===== src/verilog/timer_cfg.svh =====
/*
  Constants of the dual counter/timer: reset values, prescaler divisors and
  synchroniser depth. Assumes a single system clock of 250 MHz.
*/
`ifndef TIMER_CFG_SVH
`define TIMER_CFG_SVH

// ----------------------------------------------------------------------------
// Clock and pin sampling
// ----------------------------------------------------------------------------
`define TMR_CLK_MHZ 16'h00FA
`define TMR_SYNC_STAGES 3
`define TMR_SYNC_RST 3'h0

// ----------------------------------------------------------------------------
// Prescaler divisors selected by the clock scale field
// ----------------------------------------------------------------------------
`define TMR_DIV_SCALE0 6'h0C
`define TMR_DIV_SCALE1 6'h04
`define TMR_DIV_SCALE2 6'h30
`define TMR_DIV_SCALE3 6'h08
`define TMR_PRESC_RST 6'h00

// ----------------------------------------------------------------------------
// Reset values
// ----------------------------------------------------------------------------
`define TMR_BYTE_RST 8'h00
`define TMR_FLAG_RST 2'h0
`define TMR_LVL_RST 2'h0

`endif


===== src/verilog/timer_pkg.sv =====
/*
  Types of the dual counter/timer: modes, per-timer configuration, count
  bytes and the register state of both modules. Assumes timer_cfg.svh.
*/
package timer_pkg;

  // --------------------------------------------------------------------------
  // Modes and configuration
  // --------------------------------------------------------------------------
  typedef enum logic [1:0] {
    MODE_13BIT,
    MODE_16BIT,
    MODE_8RELOAD,
    MODE_HOLD
  } timer_mode_t;

  typedef struct packed {
    timer_mode_t mode;
    logic gate_enable;
    logic source_select;
    logic clock_select;
    logic run;
    logic gate_polarity;
    logic int_enable;
  } timer_cfg_t;

  typedef struct packed {
    logic [7:0] high;
    logic [7:0] low;
  } timer_count_t;

  // --------------------------------------------------------------------------
  // Register state of the top module
  // --------------------------------------------------------------------------
  typedef struct packed {
    logic [1:0][2:0] ev_sync;
    logic [1:0][2:0] gate_sync;
    logic [1:0] ev_lvl;
    logic [1:0] gate_lvl;
    logic [5:0] presc;
    logic [1:0] flag;
  } top_state_t;

endpackage : timer_pkg


===== src/verilog/dual_timer.sv =====
/*
  Two independent counter/timers with 13-bit, 16-bit and 8-bit
  auto-reload modes, a shared prescaler, pin synchronisers and overflow
  flags. Assumes one system clock; pins are asynchronous to it.
*/
`timescale 1ns/1ps
`include "timer_cfg.svh"

// Notes on behaviour
// - Each timer keeps a 16-bit count written and read as low and high bytes.
// - Each timer has its own mode field; the two are set independently.
// - With source select set, each falling edge on the event pin counts once.
// - Event edges up to a quarter of the system clock rate are counted.
// - Without source select, count every clock or on prescaler ticks.
// - In 13-bit mode high byte holds upper eight bits, low byte five.
// - 13-bit wrap from 1FFF to 0 sets the flag and may interrupt.
// - Count only when run and either gate off or gate input active.
// - Each gate input has its own polarity bit.
// - Setting run leaves the count untouched.
// - The second timer mirrors the first with its own bytes and pins.
// - 16-bit mode counts all sixteen bits, enabled as in 13-bit mode.
// - 8-bit mode: low byte wraps, sets flag, reloads from high byte.
// - The reload leaves the high byte unchanged.
// - Overflow interrupt is raised only when its enable bit is set.
module dual_timer (
  // Clock, reset and clock enable
  input wire logic clock_i,
  input wire logic nrst_i,
  input wire logic ce_i,
  // Pins, index 0 for timer a, 1 for timer b
  input wire logic [1:0] event_pin_i,
  input wire logic [1:0] gate_input_i,
  // Configuration
  input wire timer_pkg::timer_cfg_t [1:0] cfg_i,
  input wire logic [1:0] clock_scale_i,
  // Software byte access
  input wire logic [1:0] low_wr_i,
  input wire logic [1:0] high_wr_i,
  input wire logic [7:0] wr_data_i,
  input wire logic [1:0] flag_clr_i,
  // Status
  output timer_pkg::timer_count_t [1:0] count_o,
  output logic [1:0] overflow_flag_o,
  output logic [1:0] irq_o
);

  timer_pkg::top_state_t state_q;
  timer_pkg::top_state_t state_d;
  logic [1:0] ev_fall;
  logic [1:0] tick;
  logic [1:0] enabled;
  logic [1:0] ovf;
  logic presc_tick;
  logic [5:0] presc_div;

  // --------------------------------------------------------------------------
  // Prescaler divisor
  // --------------------------------------------------------------------------
  always_comb begin
    case (clock_scale_i)
      2'h0: presc_div = `TMR_DIV_SCALE0;
      2'h1: presc_div = `TMR_DIV_SCALE1;
      2'h2: presc_div = `TMR_DIV_SCALE2;
      default: presc_div = `TMR_DIV_SCALE3;
    endcase
  end

  assign presc_tick = (state_q.presc >= presc_div - 6'h01);

  // --------------------------------------------------------------------------
  // Next state: synchronisers, sampled levels, prescaler, flags
  // --------------------------------------------------------------------------
  always_comb begin
    state_d = state_q;
    state_d.presc = presc_tick ? `TMR_PRESC_RST : state_q.presc + 6'h01;
    for (int i = 0; i < 2; i++) begin
      // Only stage two reads stage one; stages two and three vote on a level.
      state_d.ev_sync[i] = {state_q.ev_sync[i][1:0], event_pin_i[i]};
      state_d.gate_sync[i] = {state_q.gate_sync[i][1:0], gate_input_i[i]};
      if (state_q.ev_sync[i][1] == state_q.ev_sync[i][2]) begin
        state_d.ev_lvl[i] = state_q.ev_sync[i][2];
      end
      if (state_q.gate_sync[i][1] == state_q.gate_sync[i][2]) begin
        state_d.gate_lvl[i] = state_q.gate_sync[i][2];
      end
      // A set in the same cycle as a clear wins, so no overflow is lost.
      if (ovf[i]) begin
        state_d.flag[i] = 1'b1;
      end else if (flag_clr_i[i]) begin
        state_d.flag[i] = 1'b0;
      end
    end
  end

  always_ff @(posedge clock_i or negedge nrst_i) begin
    if (!nrst_i) begin
      state_q <= '{ev_sync: {`TMR_SYNC_RST, `TMR_SYNC_RST},
                   gate_sync: {`TMR_SYNC_RST, `TMR_SYNC_RST},
                   ev_lvl: `TMR_LVL_RST,
                   gate_lvl: `TMR_LVL_RST,
                   presc: `TMR_PRESC_RST,
                   flag: `TMR_FLAG_RST};
    end else if (ce_i) begin
      state_q <= state_d;
    end
  end

  // --------------------------------------------------------------------------
  // Per-timer enable, clock source and count unit
  // --------------------------------------------------------------------------
  for (genvar g = 0; g < 2; g++) begin : g_timer
    // A level held two clocks is seen once, so a quarter-rate input counts.
    // Reading only registered stages keeps the overflow path free of loops.
    assign ev_fall[g] = state_q.ev_lvl[g] & ~state_q.ev_sync[g][1]
                        & ~state_q.ev_sync[g][2];
    // Run alone never touches the count; it only gates the tick.
    assign enabled[g] = cfg_i[g].run & (~cfg_i[g].gate_enable |
                        (state_q.gate_lvl[g] == cfg_i[g].gate_polarity));
    assign tick[g] = enabled[g] & (cfg_i[g].source_select ? ev_fall[g] :
                     (cfg_i[g].clock_select | presc_tick));

    timer_unit u_unit (
      .clock_i(clock_i),
      .nrst_i(nrst_i),
      .ce_i(ce_i),
      .mode_i(cfg_i[g].mode),
      .tick_i(tick[g] & ce_i),
      .low_wr_i(low_wr_i[g]),
      .high_wr_i(high_wr_i[g]),
      .wr_data_i(wr_data_i),
      .count_o(count_o[g]),
      .ovf_o(ovf[g])
    );

    assign irq_o[g] = state_q.flag[g] & cfg_i[g].int_enable;
  end

  assign overflow_flag_o = state_q.flag;

  logic quiet_a;
  assign quiet_a = ~low_wr_i[0] & ~high_wr_i[0];
endmodule : dual_timer


===== src/verilog/timer_unit.sv =====
/*
  One counter/timer: the count bytes, the mode-dependent increment and the
  software byte writes. Assumes the caller supplies a one-cycle count tick.
*/
`timescale 1ns/1ps
`include "timer_cfg.svh"

module timer_unit (
  // Clock and reset
  input wire logic clock_i,
  input wire logic nrst_i,
  input wire logic ce_i,
  // Control
  input wire timer_pkg::timer_mode_t mode_i,
  input wire logic tick_i,
  // Software byte access
  input wire logic low_wr_i,
  input wire logic high_wr_i,
  input wire logic [7:0] wr_data_i,
  // Status
  output timer_pkg::timer_count_t count_o,
  output logic ovf_o
);

  timer_pkg::timer_count_t state_q;
  timer_pkg::timer_count_t state_d;

  // --------------------------------------------------------------------------
  // Count logic
  // --------------------------------------------------------------------------
  always_comb begin
    logic [12:0] n13;
    logic [15:0] n16;
    n13 = {state_q.high, state_q.low[4:0]} + 13'h0001;
    n16 = {state_q.high, state_q.low} + 16'h0001;
    state_d = state_q;
    ovf_o = 1'b0;
    if (tick_i) begin
      case (mode_i)
        timer_pkg::MODE_13BIT: begin
          // The upper three low-byte bits are left alone; they carry no count.
          state_d.high = n13[12:5];
          state_d.low[4:0] = n13[4:0];
          ovf_o = &{state_q.high, state_q.low[4:0]};
        end
        timer_pkg::MODE_16BIT: begin
          {state_d.high, state_d.low} = n16;
          ovf_o = &{state_q.high, state_q.low};
        end
        timer_pkg::MODE_8RELOAD: begin
          if (&state_q.low) begin
            state_d.low = state_q.high;
            ovf_o = 1'b1;
          end else begin
            state_d.low = state_q.low + 8'h01;
          end
        end
        default: begin
          state_d = state_q;
        end
      endcase
    end
    // A software write wins over the count in the same cycle.
    if (low_wr_i) begin
      state_d.low = wr_data_i;
    end
    if (high_wr_i) begin
      state_d.high = wr_data_i;
    end
  end

  always_ff @(posedge clock_i or negedge nrst_i) begin
    if (!nrst_i) begin
      state_q <= {`TMR_BYTE_RST, `TMR_BYTE_RST};
    end else if (ce_i) begin
      state_q <= state_d;
    end
  end

  assign count_o = state_q;

endmodule : timer_unit


===== config.mk =====
export PLATFORM = sky130hd
export DESIGN_NAME = dual_timer
export DESIGN_NICKNAME = d
export VERILOG_FILES = /design/src/verilog/timer_pkg.sv /design/src/verilog/dual_timer.sv /design/src/verilog/timer_unit.sv
export VERILOG_INCLUDE_DIRS = /design/src /design/src/verilog
export SDC_FILE = /design/constraint.sdc
export NUM_CORES = 1
export LEC_CHECK = 0
export ABC_AREA = 1
export BUFFER_PORTS_ARGS = -buffer_cell sky130_fd_sc_hd__buf_2
export CORE_MARGIN = 8
export CORE_UTILIZATION = 51
export DETAILED_ROUTE_END_ITERATION = 8
export GPL_TIMING_DRIVEN = 0
export PLACE_DENSITY = 0.8
export REMOVE_ABC_BUFFERS = 1
export SETUP_SLACK_MARGIN = 0.02
export SLEW_MARGIN = 5
export SYNTH_ARGS = -nofsm -noshare
export SYNTH_HDL_FRONTEND = slang
export SYNTH_HIERARCHICAL = 1
export SYNTH_SLANG_ARGS = --single-unit

===== constraint.sdc =====
create_clock -name clock_i -period 2.31 [get_ports clock_i]
set_input_delay 0 -clock clock_i [delete_from_list [all_inputs] [get_ports clock_i]]
set_output_delay 0 -clock clock_i [all_outputs]
set_load 0.02 [all_outputs]

# Word-level counts from Yosys, hierarchy flattened
# Cells that the tools add are included.
[classes] eq_ne=12 n_mux=28 n_addsub=8 n_lt_le_gt_ge=1 reduce_logical=33 bitwise=22
[ops] op="$mux W8" count=6
[ops] op="$add A16 B1 Y16 const B" count=2
[ops] op="$mux W16" count=2
[ops] op="$pmux W8 S2" count=2
[ops] op="$reduce_and A16 Y1" count=2
[ops] op="$pmux W5 S3" count=2
[ops] op="$add A13 B1 Y13 const B" count=2
[ops] op="$reduce_and A13 Y1" count=2
[ops] op="$pmux W6 S3" count=1
[ops] op="$reduce_and A3 Y1" count=6
[ops] op="$add A8 B1 Y8 const B" count=2
[ops] op="$reduce_and A8 Y1" count=2
[ops] op="$and A1 B1 Y1" count=12
[ops] op="$pmux W3 S2" count=2
[ops] op="$reduce_and A2 Y1" count=6
[ops] op="$reduce_bool A2 Y1" count=6
[ops] op="$reduce_bool A3 Y1" count=4
[ops] op="$mux W1" count=10
[ops] op="$reduce_bool A4 Y1" count=2
[ops] op="$add A6 B1 Y6 const B" count=1
[ops] op="$eq A1 B1 Y1" count=6
[ops] op="$eq A2 B1 Y1 const B" count=3
[ops] op="$eq A2 B2 Y1 const B" count=3
[ops] op="$ge A6 B6 Y1" count=1
[ops] op="6 further kinds" count=17
[word_totals] out_inout_bits=36 input_bits=39 regBits=56 elab_cells=121

# Longest topological paths before layout
[depth] depth_word=11 mapped_depth=17 depth_no_buf=17

# By module
# Netlist, hierarchy kept.
[modules_own_cells] module="timer_unit" area_per_inst_um2=1535.2 seq_area_each_um2=400.4 n_inst=2 cells_per_inst=250
[modules_own_cells] module="dual_timer" area_per_inst_um2=1268.7 seq_area_each_um2=600.6 n_inst=1 cells_per_inst=162

# Least setup slack after synthesis
# Ideal clock, no wire load.
[synth_timing] path_type="reg-to-reg" from="reg state_q[7] (netlist name)" to="reg g_timer[0].u_unit.state_q (netlist bit g_timer[0].u_unit/count_o[10])" path_slack_ns=0.317 arrival_time_ns=1.867 n_path_buf=1 synth_period_minus_slack_ns=1.993 stages_incl_launch_ff=14 t_required_ns=2.184 setup_time_ns=0.126 cell_sequence="dfrtp_1 > ha_1 > nand2_1 > nor2_1 > nand2_1 > nand2_1 > nor2_1 > nor2_1 > o21ai_0 > a21oi_2 > inv_2 > buf_2 > a21oi_1 > a21oi_2"
[synth_via] elab_chain_cells=7
[synth_rtl] item="start: declaration" line_no="dual_timer.sv:47" source="timer_pkg::top_state_t state_q;"
[synth_rtl] item="start signal: assignment" line_no="dual_timer.sv:97" source="state_q <= '{ev_sync: {`TMR_SYNC_RST, `TMR_SYNC_RST},"
[synth_rtl] item="start signal: assignment" line_no="dual_timer.sv:104" source="state_q <= state_d;"
[synth_rtl] item="$ge A6 B6 Y1" line_no="dual_timer.sv:68" source="assign presc_tick = (state_q.presc >= presc_div - 6'h01);"
[synth_rtl] item="$or A1 B1 Y1" line_no="dual_timer.sv:120" source="(cfg_i[g].clock_select | presc_tick));"
[synth_rtl] item="$mux W1" line_no="dual_timer.sv:119" source="assign tick[g] = enabled[g] & (cfg_i[g].source_select ? ev_fall[g] :"
[synth_rtl] item="$and A1 B1 Y1" line_no="dual_timer.sv:119"
[synth_rtl] item="$and A1 B1 Y1" line_no="dual_timer.sv:127" source=".tick_i(tick[g] & ce_i),"
[synth_rtl] item="$reduce_bool A2 Y1 (no source line)"
[synth_rtl] item="$reduce_and A3 Y1 (no source line)"
[synth_rtl] item="end signal: assignment" line_no="timer_unit.sv:74" source="state_q <= {`TMR_BYTE_RST, `TMR_BYTE_RST};"
[synth_rtl] item="end signal: assignment" line_no="timer_unit.sv:76" source="state_q <= state_d;"
[synth_rtl] item="end: declaration" line_no="timer_unit.sv:25" source="timer_pkg::timer_count_t state_q;"
# No other way between the ends.
# A chain may end at the register's enable or synchronous reset.

# Final worst setup path
[layout_timing] from="reg state_q[5] (netlist name)" to="reg g_timer[0].u_unit.state_q (netlist bit g_timer[0].u_unit/count_o[3])"
# The elaborated chain is that of the path after synthesis.

==> results by group <==
STA
  – Final critical delay including setup and external delays: 2170 ps
  – Normalized max-slew margin: 51.0%
  – Maximum clock frequency: 460 MHz
  – Final setup violation count: 0
  – Max-slew violations: 0
  – Final hold violation count: 0
  – Final clock skew: 3.60 ps
  – Slew at the pin with the worst max-slew slack: 735 ps
  – Period utilisation layout: 94.0%
  – Worst Hold Slack: 46.9 ps

CTS
  – TritonCTS clock tree: built
  – Level count of the clock H-tree: 2
  – Maximum buffer depth of the clock tree: 2
  – Clock sink total: 56
  – Clock Latency Late Sink: 310 ps
  – Root Driver: sky130_fd_sc_hd__clkbuf_8
  – Number of buffers inserted during clock tree synthesis: 5
  – Clock-pin slew reported for the worst setup and hold paths after clock tree synthesis: 100 ps

Drt
  – Via/cell ratio: 5.36
  – Final antenna-violating net count: 0
  – Via count: 4567
  – Violation count after the first detailed-route iteration: 231
  – Routed WL: 12100 um
  – WL/cell: 14.2 um
  – Drt first pass iters: 5
  – DRC errors left: 0

Yosys
  – Simple-gate share of the synthesized area: 34.0%
  – Count of warnings emitted by yosys: 6
  – Mean instance size in the synthesized netlist: 6.55 um2
  – Sequential share of the synthesized area: 32.3%
  – Combinational family with the most area after synthesis: simple AND/OR/NAND/NOR gates
  – Share of the synthesized area in compound gates (AO/OA/AOI/OAI): 14.8%
  – Post-synthesis adder-cell area fraction: 4.33%
  – Total standard cell area after synthesis: 0.00434 mm2
  – Number of enable flip-flop cells after synthesis: 0
  – Mux share of post-synthesis cell area: 0%
  – Top_reg_cell synth: sky130_fd_sc_hd__dfrtp_1
  – Synth unique cells: 33
  – Async set-reset flop share out of synthesis: 100%
  – Xor/xnor cell area share of the yosys netlist: 3.23%
  – Number of synthesized register bits: 56
  – Post-synthesis cell count: 662

Floorplan
  – Placeable core area: 0.00822 mm2
  – Cell Rows: 33
  – Height of the die: 108 um
  – Die area: 0.0117 mm2
  – Initial cell density of the core: 52.8%
  – Number of ports placed on the die boundary: 75
  – Width of the die: 108 um

Setup path
  – Crit start category: flop
  – Worst flop-to-flop path startpoint: state_q[5]
  – Count of cells along the worst register-to-register path: 14
  – Arrival time at the worst endpoint: 2410 ps
  – Critical Path Start: state_q[5]
  – Highest cell delay on the worst timing path: 460 ps
  – Data required time of the worst path: 2550 ps
  – Crit. End Element: flop
  – Worst reg2reg endpoint: g_timer[0].u_unit/count_o[3]
  – Setup slack of the worst register-to-register path: 140 ps
  – Type of the worst setup path: reg2reg
  – Timing endpoint of the critical path: g_timer[0].u_unit/count_o[3]
  – CP Depth: 14
  – Critical-path maximum fanout: 5
  – Cell with the largest stage delay on the worst path: sky130_fd_sc_hd__dfrtp_2
  – Dominant delay contributor by cell family on the critical path: simple AND/OR/NAND/NOR gates
  – Worst path cell trace: ha_1, inv_1, nor2_1, nand2_1, nand2_2, nor2_1, nor2_2, o21ai_1, nor2_2, a21oi_4, buf_4, a21oi_1, nand2_1, o21ai_1
  – Sum of buffers and inverters on the critical path: 2

Layout
  – FILL cells: 819
  – Total inserted antenna cells: 0
  – Reg area: 0.00140 mm2
  – Layout-stage area growth over the synthesis result: 16.0%
  – Area used by multi-input combinational logic: 0.00248 mm2
  – Share of layout cells above drive strength 1: 18.7%
  – Nets: 800

Placement
  – Port-buffer cells: 74
  – Gpl congestion: 0.967
  – HPWL after detailed placement: 9120 um

Global routing
  – Combined global-route utilization of all metal layers: 21.2%
  – First-pass GRT wire length: 20400 um
  – Remaining global-route overflow: 0
  – Vias in the first global route: 4484
  – Maximum number of pins on one net before global-route repair: 57
  – Antenna violations before repair: 0

Run status
  – Status: completed

Power and ir drop
  – Pwr per Cell Area: 656 mW/mm2
  – Leakage component of the power: 2.78 nW
  – Peak VDD IR: 437 uV
  – Final total power: 3.30 mW

Min path
  – Number of cells on the worst hold path: 3
  – HP Class: in2reg

Flow run
  – Max_cap viols: 0
==> routing by layer <==
metal	part of all wire, %	routed length, um	up-vias	track usage, %
met3	6.9	838	24	3.75
met2	48	5790	181	36.2
met5	0	0	-	0
li1	-	-	2254	-
met4	2.2	265	0	7.23
met1	43	5170	2108	26.3
==> how the worst min path moves through the flow <==
stage / start / to / slack, ps
6_report: wr_data_i[2] / g_timer[0].u_unit/count_o[2] / 50
5_1_grt: wr_data_i[2] / g_timer[0].u_unit/count_o[2] / 40
4_1_cts: wr_data_i[2] / g_timer[0].u_unit/count_o[2] / 40
3_5_place_dp: nrst_i / state_q[7] / 120
3_3_place_gp: event_pin_i[0] / state_d[19] / 200
2_1_floorplan: nrst_i / g_timer[0].u_unit/count_o[0] / -300
==> Yosys cell counts (3+ instances only) <==
master / count / share of area, %
sky130_fd_sc_hd__nor3_1: 6 / 0.69
sky130_fd_sc_hd__or2_2: 3 / 0.43
sky130_fd_sc_hd__nand4_1: 11 / 1.6
sky130_fd_sc_hd__nand3_1: 40 / 4.6
sky130_fd_sc_hd__o21ai_0: 53 / 6.1
sky130_fd_sc_hd__inv_1: 96 / 8.3
sky130_fd_sc_hd__xor2_1: 11 / 2.2
sky130_fd_sc_hd__o21ai_1: 8 / 0.92
sky130_fd_sc_hd__xnor2_1: 5 / 1.0
sky130_fd_sc_hd__inv_2: 7 / 0.61
sky130_fd_sc_hd__buf_2: 11 / 1.3
sky130_fd_sc_hd__ha_1: 15 / 4.3
sky130_fd_sc_hd__nand2_2: 7 / 1.0
sky130_fd_sc_hd__buf_4: 4 / 0.69
sky130_fd_sc_hd__dfrtp_1: 56 / 32
sky130_fd_sc_hd__a21oi_1: 36 / 4.2
sky130_fd_sc_hd__nor2_1: 58 / 5.0
sky130_fd_sc_hd__nand2_1: 203 / 18
sky130_fd_sc_hd__nor2_2: 4 / 0.58
sky130_fd_sc_hd__a21oi_2: 4 / 0.81
sky130_fd_sc_hd__o211ai_1: 4 / 0.69
==> through the flow <==
stage	setup TNS, ps	std cells	utilization [%]	area (um2)	setup slack [ps]
global placement	-135	825	57.7	4740	-43.2
detailed placement	-719	825	57.8	4750	-121
finish	0	852	61.3	5030	138
floorplan	0	646	-	4240	355
CTS	0	845	60.2	4950	21.6
global route	-34.9	852	61.3	5030	-17.8
==> flip-flops by register name, indices dropped and copies added (netlist names) <==
signal,cells
g_timer.u_unit/count_o,32
overflow_flag_o,2
state_d,8
state_q,14
==> area by class of cell <==
| class | instances | share of cell area [%] |
|---|---|---|
| multi-input combinational | 485 | 49.2 |
| sequential | 56 | 27.9 |
| timing repair buffer | 93 | 10.6 |
| inverter | 105 | 7.88 |
| tap | 105 | 2.61 |
| clock buffer | 5 | 1.37 |
| clock inverter | 3 | 0.447 |
==> cell families (layout without fill, tap and decap cells) <==
group,count (synthesis),count (layout)
and+or+nand+nor,341,341
xor gates and xnor gates,16,16
DFF,56,56
adders and majority gates,15,15
AOI/OAI and AO/OA,112,112
buffers and inverters,121,206
other,1,1
==> placed cells by master, fill, tap and decap left out, types with 8 or more instances in the layout <==
master and instances:
sky130_fd_sc_hd__nand2_1 202, sky130_fd_sc_hd__inv_1 95, sky130_fd_sc_hd__buf_2 73, sky130_fd_sc_hd__dfrtp_1 55
sky130_fd_sc_hd__nor2_1 53, sky130_fd_sc_hd__o21ai_0 48, sky130_fd_sc_hd__nand3_1 40, sky130_fd_sc_hd__a21oi_1 36
sky130_fd_sc_hd__ha_1 14, sky130_fd_sc_hd__buf_4 13, sky130_fd_sc_hd__o21ai_1 12, sky130_fd_sc_hd__nand4_1 11
sky130_fd_sc_hd__xor2_1 11, sky130_fd_sc_hd__nor2_2 9, sky130_fd_sc_hd__nand2_2 8
==> power breakdown <==
part / switching, mW / internal [mW]
combinational: 0.809 / 0.478
sequential: 0.280 / 1.17
clock: 0.342 / 0.219
==> worst min-delay path, stage by stage <==
cell and delay [ps]:
sky130_fd_sc_hd__buf_2 130, sky130_fd_sc_hd__o21ai_0 130, sky130_fd_sc_hd__o21ai_0 70
==> timing repair <==
action                     4_1_cts  5_1_grt
setup endpoints to repair       21       32
buffers inserted                 5        7
resized for setup                1       15
hold buffers                     7        0
hold endpoints to repair        62        0
pin swaps                        5        6
No activity file was read; power rests on OpenSTA's default activity.
